==> src/design/fsic_pkg.sv <==
// Constants and types of the flash security, index and configuration registers.
// Assumes an 8-bit register port at byte offsets and a nonvolatile reader elsewhere.
package fsic_pkg;
    // ------------------------------------------------------------
    // Register offsets
    // ------------------------------------------------------------
    localparam logic [4:0] OFF_LOCK_STATE = 5'h01;
    localparam logic [4:0] OFF_CMD_INDEX = 5'h02;
    localparam logic [4:0] OFF_ECC_INDEX = 5'h03;
    localparam logic [4:0] OFF_CONFIG = 5'h04;
    localparam logic [4:0] OFF_STATUS = 5'h06;
    localparam logic [4:0] OFF_CMD_DATA_HI = 5'h0A;
    localparam logic [4:0] OFF_CMD_DATA_LO = 5'h0B;
    localparam logic [4:0] OFF_ECC_DATA_HI = 5'h0E;
    localparam logic [4:0] OFF_ECC_DATA_LO = 5'h0F;
    // ------------------------------------------------------------
    // Field positions
    // ------------------------------------------------------------
    localparam int KEY_EN_MSB = 7;
    localparam int KEY_EN_LSB = 6;
    localparam int PROT_MSB = 1;
    localparam int PROT_LSB = 0;
    localparam int INDEX_MSB = 2;
    localparam int CFG_CC_IE = 7;
    localparam int CFG_IGN_SF = 4;
    localparam int CFG_FRC_DF = 1;
    localparam int CFG_FRC_SF = 0;
    localparam int STAT_CC_FLAG = 7;
    // ------------------------------------------------------------
    // Values
    // ------------------------------------------------------------
    localparam logic [1:0] KEY_EN_ON = 2'h2;
    localparam logic [1:0] PROT_UNSECURED = 2'h2;
    localparam logic [7:0] LOCK_RST = 8'hFF;
    localparam logic [22:0] NV_SECURITY_ADDR = 23'h7FFF0F;
    localparam int ARRAY_WORDS = 8;

    typedef enum logic [1:0] {
        ST_LOAD = 2'b01,
        ST_RUN = 2'b10
    } fsic_state_e;

    typedef struct packed {
        fsic_state_e st;
        logic [7:0] lock_state;
        logic [2:0] cmd_idx;
        logic [2:0] ecc_idx;
        logic cc_ie;
        logic ign_sf;
        logic frc_df;
        logic frc_sf;
        logic [ARRAY_WORDS-1:0][15:0] cmd_arr;
        logic [ARRAY_WORDS-1:0][15:0] ecc_arr;
        logic [7:0] rdata;
        logic sf_rep;
        logic df_rep;
        logic cc_irq;
        logic sf_irq;
        logic df_irq;
        logic launch;
    } fsic_regs_s;
endpackage

==> src/design/fsic_regs.sv <==
// Lock state, index and configuration registers of the flash controller.
// Assumes all inputs come from logic on clk; the nonvolatile reader answers the
// load request at some later edge; fault status and its enables live elsewhere.
//
// Notes on behaviour
// - Lock-state register at offset 1 is read-only; writes are dropped.
// - Lock state loads from the nonvolatile security byte during reset sequence.
// - Double fault while loading sets every lock-state bit.
// - Backdoor key access enabled only for key field pattern 10.
// - Protection field reads unsecured only for pattern 10.
// - Backdoor unlock forces protection field to 10.
// - Command index at offset 2, bits 2..0 read-write, rest zero.
// - Command index picks the command-object word accessed.
// - ECC result index at offset 3, bits 2..0 read-write, rest zero.
// - ECC result index picks the result word read.
// - Config bits 7, 4, 1, 0 read-write; others read zero.
// - Command-done interrupt when enable set and done flag set.
// - Ignore-single-fault suppresses single fault report and interrupt.
// - Force-double-fault sets double fault flag on every array read.
// - Forced double fault leaves ECC results unless a real double fault.
// - Force-single-fault sets single fault flag on every array read unless ignore-single-fault is set.
// - Forced single fault leaves ECC results unless a real single fault.
// - Fault injection bits clear only by reset or by software writing zero.
// - Double fault interrupt when its enable and flag are set.
// - Writing 1 to command-done flag launches a command.
`timescale 1ns/1ps
module fsic_regs (
    // Clock and reset
    input wire logic clk,
    input wire logic resetn,
    // Register port
    input wire logic [4:0] addr,
    input wire logic [7:0] wdata,
    input wire logic wr,
    input wire logic rd,
    output logic [7:0] rdata,
    // Nonvolatile security byte load
    output logic nv_read_req,
    output logic [22:0] nv_read_addr,
    input wire logic nv_read_valid,
    input wire logic [7:0] nv_read_data,
    input wire logic nv_read_dbl_fault,
    // Security state
    input wire logic backdoor_unlock,
    output logic backdoor_key_enabled,
    output logic part_secured,
    output logic init_done,
    // Array read fault events
    input wire logic array_read,
    input wire logic real_single_fault,
    input wire logic real_double_fault,
    input wire logic [127:0] ecc_fault_words,
    output logic single_fault_report,
    output logic double_fault_report,
    // Interrupt requests
    input wire logic command_done_flag,
    input wire logic single_fault_flag,
    input wire logic double_fault_flag,
    input wire logic single_fault_irq_enable,
    input wire logic double_fault_irq_enable,
    output logic command_done_irq,
    output logic single_fault_irq,
    output logic double_fault_irq,
    // Command control
    output logic command_launch
);
    import fsic_pkg::*;

    fsic_regs_s r;
    fsic_regs_s next_r;

    function automatic logic [7:0] pick_byte(input logic [15:0] word, input logic hi);
        pick_byte = hi ? word[15:8] : word[7:0];
    endfunction

    function automatic logic is_pattern(input logic [1:0] field, input logic [1:0] pat);
        is_pattern = (field == pat);
    endfunction

    logic running;
    logic wr_ok;
    logic rd_ok;
    logic sf_visible;
    logic real_sf_kept;

    // ------------------------------------------------------------
    // Next state
    // ------------------------------------------------------------
    always_comb begin
        next_r = r;
        running = (r.st == ST_RUN);
        wr_ok = wr && running;
        rd_ok = rd && running;
        // Pulses and read data fall back to zero each cycle
        next_r.sf_rep = 1'b0;
        next_r.df_rep = 1'b0;
        next_r.launch = 1'b0;
        next_r.rdata = 8'h00;
        // Ignored single faults neither report nor capture results
        real_sf_kept = real_single_fault && !r.ign_sf;
        sf_visible = real_single_fault || r.frc_sf;

        unique case (r.st)
            ST_LOAD: begin
                // Host access stays refused until this edge
                if (nv_read_valid) begin
                    next_r.lock_state = nv_read_dbl_fault ? LOCK_RST : nv_read_data;
                    next_r.st = ST_RUN;
                end
            end
            ST_RUN: begin
                if (backdoor_unlock && is_pattern(r.lock_state[KEY_EN_MSB:KEY_EN_LSB], KEY_EN_ON)) begin
                    next_r.lock_state[PROT_MSB:PROT_LSB] = PROT_UNSECURED;
                end
            end
        endcase

        if (wr_ok) begin
            unique case (addr)
                OFF_CMD_INDEX: next_r.cmd_idx = wdata[INDEX_MSB:0];
                OFF_ECC_INDEX: next_r.ecc_idx = wdata[INDEX_MSB:0];
                OFF_CONFIG: begin
                    next_r.cc_ie = wdata[CFG_CC_IE];
                    next_r.ign_sf = wdata[CFG_IGN_SF];
                    next_r.frc_df = wdata[CFG_FRC_DF];
                    next_r.frc_sf = wdata[CFG_FRC_SF];
                end
                OFF_STATUS: next_r.launch = wdata[STAT_CC_FLAG];
                OFF_CMD_DATA_HI: next_r.cmd_arr[r.cmd_idx][15:8] = wdata;
                OFF_CMD_DATA_LO: next_r.cmd_arr[r.cmd_idx][7:0] = wdata;
                default: begin
                end
            endcase
        end

        if (rd_ok) begin
            unique case (addr)
                OFF_LOCK_STATE: next_r.rdata = r.lock_state;
                OFF_CMD_INDEX: next_r.rdata = {5'h00, r.cmd_idx};
                OFF_ECC_INDEX: next_r.rdata = {5'h00, r.ecc_idx};
                OFF_CONFIG: begin
                    next_r.rdata[CFG_CC_IE] = r.cc_ie;
                    next_r.rdata[CFG_IGN_SF] = r.ign_sf;
                    next_r.rdata[CFG_FRC_DF] = r.frc_df;
                    next_r.rdata[CFG_FRC_SF] = r.frc_sf;
                end
                OFF_CMD_DATA_HI: next_r.rdata = pick_byte(r.cmd_arr[r.cmd_idx], 1'b1);
                OFF_CMD_DATA_LO: next_r.rdata = pick_byte(r.cmd_arr[r.cmd_idx], 1'b0);
                OFF_ECC_DATA_HI: next_r.rdata = pick_byte(r.ecc_arr[r.ecc_idx], 1'b1);
                OFF_ECC_DATA_LO: next_r.rdata = pick_byte(r.ecc_arr[r.ecc_idx], 1'b0);
                default: next_r.rdata = 8'h00;
            endcase
        end

        // Forced faults only flag; results need a real fault
        if (array_read && running) begin
            next_r.df_rep = real_double_fault || r.frc_df;
            next_r.sf_rep = sf_visible && !r.ign_sf;
            if (real_double_fault || real_sf_kept) begin
                next_r.ecc_arr = ecc_fault_words;
            end
        end

        // Interrupt levels lag their inputs by one clean cycle
        // command done interrupt
        next_r.cc_irq = r.cc_ie && command_done_flag;
        // single fault interrupt gated by ignore
        next_r.sf_irq = single_fault_irq_enable && single_fault_flag && !r.ign_sf;
        next_r.df_irq = double_fault_irq_enable && double_fault_flag;
    end

    // ------------------------------------------------------------
    // State register
    // ------------------------------------------------------------
    always_ff @(posedge clk or negedge resetn) begin
        if (!resetn) begin
            // Secured until the security byte arrives
            r <= '0;
            r.st <= ST_LOAD;
            r.lock_state <= LOCK_RST;
        end else begin
            r <= next_r;
        end
    end

    // ------------------------------------------------------------
    // Outputs
    // ------------------------------------------------------------
    // Read data stands one cycle, then returns to zero
    assign rdata = r.rdata;
    assign nv_read_req = (r.st == ST_LOAD);
    assign nv_read_addr = NV_SECURITY_ADDR;
    assign init_done = (r.st == ST_RUN);
    assign backdoor_key_enabled = is_pattern(r.lock_state[KEY_EN_MSB:KEY_EN_LSB], KEY_EN_ON);
    assign part_secured = !is_pattern(r.lock_state[PROT_MSB:PROT_LSB], PROT_UNSECURED);
    assign single_fault_report = r.sf_rep;
    assign double_fault_report = r.df_rep;
    assign command_done_irq = r.cc_irq;
    assign single_fault_irq = r.sf_irq;
    assign double_fault_irq = r.df_irq;
    assign command_launch = r.launch;
endmodule

==> config.mk <==
export PLATFORM = sky130hd
export DESIGN_NAME = fsic_regs
export DESIGN_NICKNAME = d
export VERILOG_FILES = /design/src/design/fsic_pkg.sv /design/src/design/fsic_regs.sv
export SDC_FILE = /design/constraint.sdc
export NUM_CORES = 1
export LEC_CHECK = 0
export ABC_CLOCK_PERIOD_IN_PS = 2250
export BUFFER_PORTS_ARGS = -buffer_cell sky130_fd_sc_hd__clkbuf_2
export CORE_MARGIN = 3
export CORE_UTILIZATION = 55
export CTS_CLUSTER_DIAMETER = 200
export DETAILED_ROUTE_END_ITERATION = 10
export GPL_TIMING_DRIVEN = 1
export PLACE_DENSITY = 0.78
export SYNTH_ARGS = -nofsm -noshare
export SYNTH_HDL_FRONTEND = slang
export SYNTH_SLANG_ARGS = --single-unit
==> constraint.sdc <==
create_clock -name clk -period 2.25 [get_ports clk]
set_input_delay 0.1125 -clock clk [delete_from_list [all_inputs] [get_ports clk]]
set_output_delay 0.1125 -clock clk [all_outputs]
set_load 0.01 [all_outputs]
* Yosys cells after proc, flatten, opt, wreduce, memory -nomap -nowiden
Index checks and enable logic that the tools add are counted.
** Cells by class
- Mux-type cells :: 24
- Reductions and logical operators :: 24
- $lt $le $gt $ge :: 3
- Equality and inequality tests :: 15
** Operators by type and width (count)
- $bwmux W128 :: 2
- $pmux W128 S2 :: 1
- $bmux W16 S3 :: 2
- $demux W16 S3 :: 2
- $mux W16 :: 3
- $mux W8 :: 3
- $eq A5 B4 Y1 const B :: 4
- $pmux W2 S8 :: 1
- $pmux W2 S7 :: 1
- $reduce_and A2 Y1 :: 7
- $pmux W1 S6 :: 2
- $logic_and A1 B1 Y1 :: 11
- $eq A5 B2 Y1 const B :: 2
- $eq A5 B3 Y1 const B :: 2
- $pmux W2 S5 :: 1
- $lt A3 B4 Y1 const B :: 2
- $eq A2 B2 Y1 const B :: 3
- $mux W2 :: 3
- $eq A5 B1 Y1 const B :: 1
- $ne A2 B1 Y1 const B :: 2
- $pmux W2 S2 :: 1
- $ge A3 B1 Y1 const B :: 1
- $logic_or A1 B1 Y1 :: 3
- $eq A2 B1 Y1 const B :: 1
- 3 further kinds :: 5
** Word-level totals
- Logic and storage cells :: 98
- Output and inout bits :: 41
- Input port bits :: 164
- Bits in registers :: 290

* Depth between registers and ports, before layout
- Word-level depth :: 6
- Depth in mapped cells :: 8

* Least setup slack after synthesis
OpenSTA, ideal clock, no wires.
- Path type :: reg-to-reg
- Start :: register r[289] in the netlist's numbering
- End :: register r[240] in the netlist's numbering
- Path buffers :: 1
- Clock period less this slack :: 1.909 ns
- Required time :: 2.125 ns
- Library setup time :: 0.125 ns
- Slack :: 0.341 ns
- Stages on the path, launching flop included :: 7
- Arrival time :: 1.784 ns
- Cells stage by stage :: dfrtp_1 > nor2b_1 > buf_6 > and2_1 > nand3_2 > nor3b_2 > mux2_2
** Between the ends
- Longest elaborated chain between the ends :: 3
** Ends and longest elaborated chain
- start: declaration :: line fsic_regs.sv:69 : fsic_regs_s r;
- start signal: assignment :: line fsic_regs.sv:182 : r <= next_r;
- $eq A2 B2 Y1
- via init_done :: line fsic_regs.sv:47 : output logic init_done,
- $logic_and A1 B1 Y1 :: line fsic_regs.sv:92 : wr_ok = wr && running;
- $reduce_and A2 Y1 (no source line)
The timed path passes the listed nets, and every way through them passes these cells.
A chain may end at the register's enable or synchronous reset.

==> out/metrics.cfg <==
[outcome]
outcome = complete, no violations

[clock_network]
cts_sinks = 290
post-cts-setup-buffers = 0
cts_tree = yes
cts_htree_levels = 1
worstSkewPairLatency_ps = 580
post_cts_resized = 0
cts_made_buffers = 30
cts.clk_slew.worst_paths_ps = 70
clockRootBuffer = clkbuf_16
cts_buffer_depth = 3
cts_hold_buf = 160

[synth]
synth_most_common_cell = dfrtp_1
seq_area_frac_synth_pct = 53.9
syn_area_mm2 = 0.0135
yosysUniqueCellTypes = 57
synthTopCellsByArea = dfrtp_1, mux2_2, mux4_2
synth_top_area_cell = dfrtp_1
yosysWarningCount = 0
synth_edf_count = 0
synth_ff_type = dfrtp_1
synth_area_per_cell_um2 = 14.4
synthCells = 937
ys_ff_latch = 290
yosysTopAreaCellShare_pct = 52.2
synthTopCellsByCount = dfrtp_1, mux2_2, mux2i_1
postSynth.asyncResetShare_pct = 100

[detailed_routing]
vias = 9806
viasPerCell = 6.02
first_pass_iters = 5
wl_per_cell_um = 25.3
detail-route-antenna-nets = 0
drtIter0Drc = 811
drt_wl_total_mm = 41.2
drc = 0

[worst_setup_path]
critPathKind = reg2reg
worstSetupEndpointType = register
regToRegSetupSlack_ps = 120
required_ps = 2700
crit_arrival_ps = 2590
start_kind = register
cp_max_fo = 10

[global_route]
grt_pass1_vias = 10900
grt_usage_pct = 31.5
grt_pass1_wl_mm = 63.5
grt_overflow = 0
antenna_found_initial = 1
grt_max_degree = 73

[timing]
hold_violations = 0
fin_setup_tns_ps = 0
fin_crit_sh_pct = 94.8
min_period_ps = 2130
maxSlewHeadroom_pct = 56.8
max_freq_mhz = 469
tightest_slew_ps = 642
grt_setup_unrepaired = no
maxSlewViolCount = 0
timing.final.setup_violations = 0
fin_worst_skew_ps = 22.5

[floorplan]
pin_count = 205
dieHeight_um = 163
die-width_um = 163
row_count = 56
dieArea_mm2 = 0.0264
fp.coreArea_mm2 = 0.0238
initial_utilization_pct = 56.7

[place]
hpwl_mm = 23.2
routabilityCongestion = 0.875
portBuffers = 181

[power]
p_leak_nw = 8.49
power.density_mw_per_mm2 = 639
ir_worst_vdd_uv = 609

[flow_run]
maxCapViolCount = 0

[layout]
drive_gt1_share_pct = 46.8
num-nets-final = 1450
fin_util_pct = 73.9
area_delta_synth_final_pct = 30.2

[min_path]
min_path_type = in2reg

==> metal layers <==
metal / wire [um] / share of wire [%] / vias up / track usage, %
met5: 0 / 0 / - / 0
met4: 2510 / 6.1 / 0 / 15.8
met3: 2790 / 6.8 / 184 / 5.80
met2: 20900 / 51 / 573 / 53.9
met1: 15000 / 36 / 4947 / 38.4
li1: - / - / 4102 / -
==> layout by cell type (no fill, tap or decap), types with 15 or more instances in the layout <==
master,synthesis,final
nand2_1,35,35
clkbuf_2,3,180
clkbuf_16,0,30
conb_1,2,23
mux4_2,40,40
o22ai_1,20,20
dfrtp_1,281,279
dlygate4sd3_1,0,160
nor2_1,19,19
mux2_2,267,267
buf_4,32,28
buf_12,0,15
mux2i_1,65,65
==> metrics by stage <==
stage	hold slack, ps	worst slack, ps	total power [W]	instance area (um^2)	std cells
floorplan	-183	341	0.00543	13600	958
global placement	138	262	0.00572	14900	1413
detailed placement	132	210	0.00572	14900	1413
CTS	68.4	189	0.0112	17500	1628
global route	96.5	91.1	0.0115	17500	1629
finish	79.3	116	0.0112	17500	1629
==> path summary, 6_finish.rpt <==
kind                          start  endpoint  depth (start not counted)
max in group asynchronous    resetn    r[285]                          3
min in group asynchronous    resetn    r[219]                          2
max                          r[279]  rdata[2]                          5
max reg2reg                  r[279]  rdata[2]                          5
min                        wdata[6]    r[196]                          2
min reg2reg                  r[289]    r[289]                          1
==> where the power goes <==
group | leakage, nW | switching (W) | internal (W) | total [W]
combinational | 3.95 | 0.000328 | 0.000320 | 0.000648
sequential | 4.02 | 0.00000251 | 0.00522 | 0.00522
clock | 0.524 | 0.00221 | 0.00314 | 0.00535
==> cell families after synthesis <==
kind of cell / after synthesis / synth area share, %
buffers and inverters: 90 / 3.77
multiplexers: 372 / 33.8
other: 2 / 0.0557
AO/OA/AOI/OAI: 75 / 3.81
AND/OR/NAND/NOR: 108 / 4.62
flip-flops: 290 / 53.9
==> worst max-delay path, stage by stage, from the launching register on <==
cell	delay, ps
dfrtp_1	530
nand2_1	430
o22ai_1	180
o21ai_0	350
o211ai_1	190
o31a_1	340
==> registers in the layout, summed over array words and instances (netlist names) <==
name and count:
rdata 8, double_fault_report 1, command_launch 1, double_fault_irq 1
r 276, command_done_irq 1, single_fault_report 1, single_fault_irq 1
==> cell type report <==
class	instances	area (um^2)
sequential	290	7270
fill	1399	6200
multi-input combinational	578	5780
timing repair buffer	384	3030
clock buffer	37	807
tap	319	399
clock inverter	18	253
inverter	2	7.51
antenna	1	2.50
(Power assumes the default switching activity.)
